### config.mk
export PLATFORM = sky130hd
export DESIGN_NAME = mole_exec
export DESIGN_NICKNAME = d
export VERILOG_FILES = /design/src/shared/mole_pkg.sv /design/src/mole_exec.sv
export SDC_FILE = /design/constraint.sdc
export NUM_CORES = 1
export LEC_CHECK = 0
export BUFFER_PORTS_ARGS = -buffer_cell sky130_fd_sc_hd__buf_2
export CAP_MARGIN = 10
export CORE_ASPECT_RATIO = 0.5
export CORE_MARGIN = 3
export CORE_UTILIZATION = 30
export DETAILED_ROUTE_END_ITERATION = 16
export PLACE_DENSITY = 0.64
export SYNTH_ARGS = -nofsm -noshare
export SYNTH_HDL_FRONTEND = slang
export SYNTH_SLANG_ARGS = --single-unit
### constraint.sdc
create_clock -name core_clk -period 1.2 [get_ports core_clk]
set_input_delay 0.12 -clock core_clk [delete_from_list [all_inputs] [get_ports core_clk]]
set_output_delay 0.12 -clock core_clk [all_outputs]
set_load 0.03 [all_outputs]
### src/shared/mole_pkg.sv
package mole_pkg;

    // =====================================================================
    // widths
    localparam int WORD_W  = 8;
    localparam int ADDR_W  = 7;
    localparam int INSTR_W = 14;

    // =====================================================================
    // instruction field positions
    localparam int DIR_BIT     = 7;   // destination select
    localparam int OP6_HI      = 13;  // six-bit opcode field top
    localparam int OP6_LO      = 8;
    localparam int OP7_LO      = 7;   // seven-bit opcode field bottom
    localparam int OP4_LO      = 10;  // four-bit opcode field bottom
    localparam int NOP_LOW_HI  = 4;   // low bits that must be zero for no-op

    // =====================================================================
    // opcode encodings
    localparam logic [5:0] OPC_OR_WORKING_WITH_FILE = 6'h04;
    localparam logic [5:0] OPC_MOVE_FILE_TO_DEST    = 6'h08;
    localparam logic [6:0] OPC_STORE_WORKING        = 7'h01;
    localparam logic [6:0] OPC_NOP_HI               = 7'h00;
    localparam logic [4:0] OPC_NOP_LO               = 5'h00;
    localparam logic [3:0] OPC_LOAD_LITERAL         = 4'hC;

    // =====================================================================
    // reset values
    localparam logic [WORD_W-1:0] W_RESET   = 8'h00;
    localparam logic              Z_RESET   = 1'b0;
    localparam logic [WORD_W-1:0] ZERO_WORD = 8'h00;

    // =====================================================================
    // carriers
    typedef struct packed {
        logic              en;
        logic [ADDR_W-1:0] addr;
        logic [WORD_W-1:0] data;
    } mole_file_wr_type;

    typedef struct packed {
        logic [WORD_W-1:0] w;
        logic              z;
        mole_file_wr_type  wr;
        logic              pc_adv;
    } mole_state_type;

endpackage

### src/mole_exec.sv
`timescale 1ns/1ns
// Contract
// - or-with-file ORs working and file, sets zero
// - or-with-file direction 0 to working, 1 file
// - move-file copies file value unchanged
// - move-file direction 0 working, 1 same file
// - move-file updates zero for both destinations
// - store-working writes file, flags unchanged
// - load-literal loads working, flags unchanged
module mole_exec
    import mole_pkg::*;
(
    input  wire logic                   core_clk,
    input  wire logic                   rst_b,
    input  wire logic                   clk_en,
    input  wire logic                   instr_valid,
    input  wire logic [INSTR_W-1:0]     instr,
    output logic      [ADDR_W-1:0]      file_rd_addr,
    input  wire logic [WORD_W-1:0]      file_rd_data,
    output mole_file_wr_type            file_wr,
    output logic      [WORD_W-1:0]      w_out,
    output logic                        z_out,
    output logic                        pc_advance
);

    // =====================================================================
    // decode
    logic                   is_or;
    logic                   is_move;
    logic                   is_store;
    logic                   is_lit;
    logic                   is_nop;
    logic                   dir;
    logic [WORD_W-1:0]      or_res;
    mole_state_type         st_q;
    mole_state_type         st_d;

    // opcode classes from instruction fields
    assign is_or    = instr[OP6_HI:OP6_LO] == OPC_OR_WORKING_WITH_FILE;
    assign is_move  = instr[OP6_HI:OP6_LO] == OPC_MOVE_FILE_TO_DEST;
    assign is_store = instr[OP6_HI:OP7_LO] == OPC_STORE_WORKING;
    assign is_lit   = instr[OP6_HI:OP4_LO] == OPC_LOAD_LITERAL;
    assign is_nop   = (instr[OP6_HI:OP7_LO] == OPC_NOP_HI) && (instr[NOP_LOW_HI:0] == OPC_NOP_LO);
    assign dir      = instr[DIR_BIT];

    // file read address straight from the instruction
    assign file_rd_addr = instr[ADDR_W-1:0];
    assign or_res       = st_q.w | file_rd_data;

    // =====================================================================
    // next state: every instruction finishes in the cycle it is taken
    always_comb begin
        st_d           = st_q;
        st_d.wr.en     = 1'b0;
        st_d.pc_adv    = 1'b0;
        if (instr_valid) begin
            st_d.pc_adv  = is_or | is_move | is_store | is_lit | is_nop;
            st_d.wr.addr = instr[ADDR_W-1:0];
            if (is_or) begin
                st_d.z = or_res == ZERO_WORD;
                if (dir) begin
                    st_d.wr.en   = 1'b1;
                    st_d.wr.data = or_res;
                end else begin
                    st_d.w = or_res;
                end
            end else if (is_move) begin
                st_d.z = file_rd_data == ZERO_WORD;
                if (dir) begin
                    st_d.wr.en   = 1'b1;
                    st_d.wr.data = file_rd_data;
                end else begin
                    st_d.w = file_rd_data;
                end
            end else if (is_store) begin
                st_d.wr.en   = 1'b1;
                st_d.wr.data = st_q.w;
            end else if (is_lit) begin
                st_d.w = instr[WORD_W-1:0];
            end
        end
    end

    // state register, frozen while clk_en is low
    always_ff @(posedge core_clk or negedge rst_b) begin
        if (!rst_b) begin
            st_q.w       <= W_RESET;
            st_q.z       <= Z_RESET;
            st_q.wr.en   <= 1'b0;
            st_q.wr.addr <= '0;
            st_q.wr.data <= ZERO_WORD;
            st_q.pc_adv  <= 1'b0;
        end else if (clk_en) begin
            st_q <= st_d;
        end
    end

    // outputs from flip-flops
    assign file_wr    = st_q.wr;
    assign w_out      = st_q.w;
    assign z_out      = st_q.z;
    assign pc_advance = st_q.pc_adv;

    // =====================================================================
    // assertions
    logic take;
    assign take = clk_en && instr_valid;

    // which instructions may touch each piece of state
    logic known;
    logic w_writer;
    logic z_writer;
    logic f_writer;
    assign known    = is_or | is_move | is_store | is_lit | is_nop;
    assign w_writer = ((is_or | is_move) & ~dir) | is_lit;
    assign z_writer = is_or | is_move;
    assign f_writer = ((is_or | is_move) & dir) | is_store;

    property p_or_to_w;
        @(posedge core_clk) disable iff (!rst_b)
        take && is_or && !dir |=> w_out == $past(or_res) && !file_wr.en
            && z_out == ($past(or_res) == ZERO_WORD);
    endproperty
    a_or_to_w: assert property (p_or_to_w) else $error("or to working wrong");

    property p_or_to_f;
        @(posedge core_clk) disable iff (!rst_b)
        take && is_or && dir |=> file_wr.en && file_wr.data == $past(or_res)
            && file_wr.addr == $past(instr[ADDR_W-1:0]) && w_out == $past(w_out);
    endproperty
    a_or_to_f: assert property (p_or_to_f) else $error("or to file wrong");

    property p_move_w;
        @(posedge core_clk) disable iff (!rst_b)
        take && is_move && !dir |=> w_out == $past(file_rd_data) && !file_wr.en;
    endproperty
    a_move_w: assert property (p_move_w) else $error("move to working wrong");

    property p_move_f;
        @(posedge core_clk) disable iff (!rst_b)
        take && is_move && dir |=> file_wr.en && file_wr.data == $past(file_rd_data)
            && file_wr.addr == $past(file_rd_addr) && w_out == $past(w_out);
    endproperty
    a_move_f: assert property (p_move_f) else $error("move to file wrong");

    property p_move_z;
        @(posedge core_clk) disable iff (!rst_b)
        take && is_move |=> z_out == ($past(file_rd_data) == ZERO_WORD);
    endproperty
    a_move_z: assert property (p_move_z) else $error("move zero flag wrong");

    property p_store;
        @(posedge core_clk) disable iff (!rst_b)
        take && is_store |=> file_wr.en && file_wr.data == $past(w_out) && $stable(z_out)
            && $stable(w_out);
    endproperty
    a_store: assert property (p_store) else $error("store working wrong");

    property p_lit;
        @(posedge core_clk) disable iff (!rst_b)
        take && is_lit |=> w_out == $past(instr[WORD_W-1:0]) && $stable(z_out) && !file_wr.en;
    endproperty
    a_lit: assert property (p_lit) else $error("load literal wrong");

    property p_nop;
        @(posedge core_clk) disable iff (!rst_b)
        take && is_nop |=> !file_wr.en && $stable(w_out) && $stable(z_out) && pc_advance;
    endproperty
    a_nop: assert property (p_nop) else $error("no-op changed state");

    property p_one_cycle;
        @(posedge core_clk) disable iff (!rst_b)
        take && (is_or || is_move || is_store || is_lit) |=> pc_advance;
    endproperty
    a_one_cycle: assert property (p_one_cycle) else $error("advance missing");

    property p_no_spurious;
        @(posedge core_clk) disable iff (!rst_b)
        clk_en && !instr_valid |=> !pc_advance && !file_wr.en;
    endproperty
    a_no_spurious: assert property (p_no_spurious) else $error("action without instruction");

    // =====================================================================
    // state guards: working and zero move, and write enable and advance are high, only when an instruction that owns them is taken
    property p_store_addr;
        @(posedge core_clk) disable iff (!rst_b)
        take && is_store |=> file_wr.addr == $past(instr[ADDR_W-1:0]) && pc_advance;
    endproperty
    a_store_addr: assert property (p_store_addr) else $error("store address wrong");

    property p_refuse;
        @(posedge core_clk) disable iff (!rst_b)
        take && !known |=> !pc_advance && !file_wr.en && $stable(w_out) && $stable(z_out);
    endproperty
    a_refuse: assert property (p_refuse) else $error("unknown word had an effect");

    property p_hold;
        @(posedge core_clk) disable iff (!rst_b)
        !clk_en |=> $stable(w_out) && $stable(z_out) && $stable(file_wr) && $stable(pc_advance);
    endproperty
    a_hold: assert property (p_hold) else $error("state moved while frozen");

    property p_w_only;
        @(posedge core_clk) disable iff (!rst_b)
        !(take && w_writer) |=> $stable(w_out);
    endproperty
    a_w_only: assert property (p_w_only) else $error("working changed without owner");

    property p_z_only;
        @(posedge core_clk) disable iff (!rst_b)
        !(take && z_writer) |=> $stable(z_out);
    endproperty
    a_z_only: assert property (p_z_only) else $error("zero flag changed without owner");

    property p_wr_only;
        @(posedge core_clk) disable iff (!rst_b)
        clk_en && !(take && f_writer) |=> !file_wr.en;
    endproperty
    a_wr_only: assert property (p_wr_only) else $error("file write without owner");

    property p_pc_only;
        @(posedge core_clk) disable iff (!rst_b)
        clk_en && !(take && known) |=> !pc_advance;
    endproperty
    a_pc_only: assert property (p_pc_only) else $error("advance without instruction");

endmodule

==> metrics.txt <==
status=finished, final reports clean; fin nets=~260; Clock Sinks=26; Hold Fails Final Rpt=0; Synth area leaders=dfrtp_1 45%, mux2_2 5.5%, nor2_1 4.2%, o31ai_1 4.2%, o21ai_0 3.8%; initial drt markers=~110; Starting Density=0.320; layout cell share with drive strength beyond 1=0.487; share of flip-flops with an asynchronous set or reset=1.00; Yosys reg bits=26; leakage power=~1 nW; Syn Area/Cell=9.55 um^2; dpl cells=291; CTS buffer count=3; Unique masters post-synth=31; Seq/Total Area, Yosys=0.451; Setup Buffers After CTS=0; Post-Syn Instances=151; Pins Over Slew Limit=0; EDFF count, synth=0; pin count of the biggest net entering global routing=27; GRT overflow=0; Startpoint Class=flop; IO Count=between 50 and 60; crit path DAT=between 1 and 1.5 ns; post-route minimum period=roughly 1.2 ns; Synth Net Count=177; post-synth top area share=0.451; ANT nets after route=0; CP Capture Type=flop; area leader, netlist=dfrtp_1; initial antenna violation count=0; final setup fails=0; Pwr Density=slightly below 1000 nW/um^2; period utilisation layout=0.978; drc violations=0; via count=~1500; Die W=about 100 um; drt total wl=4180 um; Die Y-Extent=around 55 um; synth-to-layout area growth=43.9%; CP required=roughly 1.4 ns; number of placement rows=17; Avg WL per Cell=around 14 um; Vias/cell=a little under 5; RSZ-0062 raised after global routing=true; Die Area=around 5700 um^2; hpwl dp=around 3300 um; Clock Latency Late Sink=0.27 ns; IO Port Bufs=58; Root Driver=clkbuf_8; Fmax=852 MHz; CTS H-tree lvls=1; r2r startpoint=w_out[1]$_DFFE_PN0P_; Final Cell Area=roughly 2100 um^2; ant diodes=0; r2r worst-path depth=3; CORE AREA=around 4500 um^2; ys flop type=dfrtp_1; Crit. Startpoint=w_out[1]$_DFFE_PN0P_; clock skew=between 0.0009 and 0.001 ns; Slew @ Worst Pin=about 0.59 ns; post-route insts no fill=296; setup TNS=0 ns; Hold Path Cell Cnt=2; Worst VDD drop=562 uV; TritonCTS clock tree=built; Netlist Area Pre-Place=1440 um^2; yosys warns=0; total power=0.00205 W; global-route wire length before repair=6600 um; CP max FO=2; GRT Util Overall=0.144; critical path type=flop to flop; number of global-route vias before repair=between 1000 and 1500; Placed Area=1990 um^2; deepest clock path buffer count=2; first drt pass iteration count=4; Reg clk slew, reported paths=~0.09 ns; slew margin rel.=0.604; Final GP Congestion=~0.83; max-cap violations=0; hold path start=clk_en; Hold Crit Class=input pin to flop
cells in the final DEF, fill, tap and decap left out, types with 2 or more instances in the layout:
cell,instances
nand2_2,2
o31ai_1,8
nor3_1,5
inv_1,6
a221oi_1,3
o22ai_1,4
nor2_1,16
nor4_1,3
buf_4,27
o221a_2,4
o21a_1,4
buf_2,58
o21ai_0,10
and2_1,2
a21oi_1,9
mux2_2,7
clkbuf_8,4
nand2_1,11
dfrtp_1,26
kinds of logic (layout without fill, tap and decap cells):
group / Yosys count / count (layout) / share of synthesized area
flip-flops: 26 / 26 / 0.451
AO/OA/AOI/OAI: 48 / 48 / 0.223
multiplexers: 7 / 7 / 0.0547
buffers and inverters: 19 / 98 / 0.0712
XOR/XNOR: 1 / 1 / 0.00608
AND/OR/NAND/NOR: 50 / 50 / 0.194
power breakdown:
group,internal [W],leakage (nW),switching [W],total (W)
logic,0.000204,0.638,0.000322,0.000526
registers,0.000927,0.346,0.0000266,0.000954
clock network,0.000294,0.0288,0.000276,0.000569
total,0.00142,1.01,0.000625,0.00205
routing by layer:
layer  track usage  up-vias  part of all wire
met2         0.249       57              0.46
met5             0        -                 0
met3        0.0232        6             0.054
li1              -      714                 -
met1         0.194      674              0.47
met4        0.0375        0             0.014
Yosys cell counts (all sizes together), types with 5 or more instances:
| master | n |
|---|---|
| o31ai | 8 |
| nor2 | 16 |
| inv | 6 |
| nand2 | 13 |
| o21ai | 11 |
| buf | 11 |
| nor4 | 5 |
| nor3 | 5 |
| dfrtp | 26 |
| mux2 | 7 |
| a21oi | 10 |
registers in the layout, summed over array words and instances, names as in the netlist:
name        cells
z_out           1
w_out           8
file_wr        16
pc_advance      1
metrics by stage:
stage / utilization / hold slack [ns] / setup WS [ns]
2_1_floorplan: - / -0.176 / -0.109
3_3_place_gp: 0.441 / 0.149 / -0.150
3_5_place_dp: 0.441 / 0.162 / -0.282
4_1_cts: 0.459 / 0.0954 / 0.00783
5_1_grt: 0.460 / 0.109 / -0.0470
6_report: 0.460 / 0.0960 / 0.0265
critical path, cell delays in order, from the launching register on:
cell,delay [ns]
dfrtp_1,0.39
nor4_2,0.31
a21oi_1,0.14
o41ai_2,0.23
what timing repair did:
action | CTS | global route
endpoints found under the hold margin | 26 | 0
hold buffers | 1 | 0
endpoints found under the setup margin | 1 | 6
gates resized for setup | 2 | 3
pin swaps | 3 | 0
path summary, 6_finish.rpt:
path	slack [ns]	to
setup / recovery	0.03	z_out$_DFFE_PN0P_
hold / removal	0.1	pc_advance$_DFFE_PN0P_
setup reg to reg	0.03	z_out$_DFFE_PN0P_
hold reg to reg	0.48	file_wr[5]$_DFFE_PN0P_
max in group asynchronous	0.42	file_wr[4]$_DFFE_PN0P_
min in group asynchronous	0.39	file_wr[5]$_DFFE_PN0P_
layout make-up:
| type | count | area (um^2) |
|---|---|---|
| fill | 457 | 2430 |
| multi-input combinational | 106 | 729 |
| sequential | 26 | 651 |
| timing repair buffer | 88 | 534 |
| tap | 66 | 82.6 |
| clock buffer | 4 | 55.1 |
| inverter | 6 | 22.5 |
(Power assumes the default switching activity.)
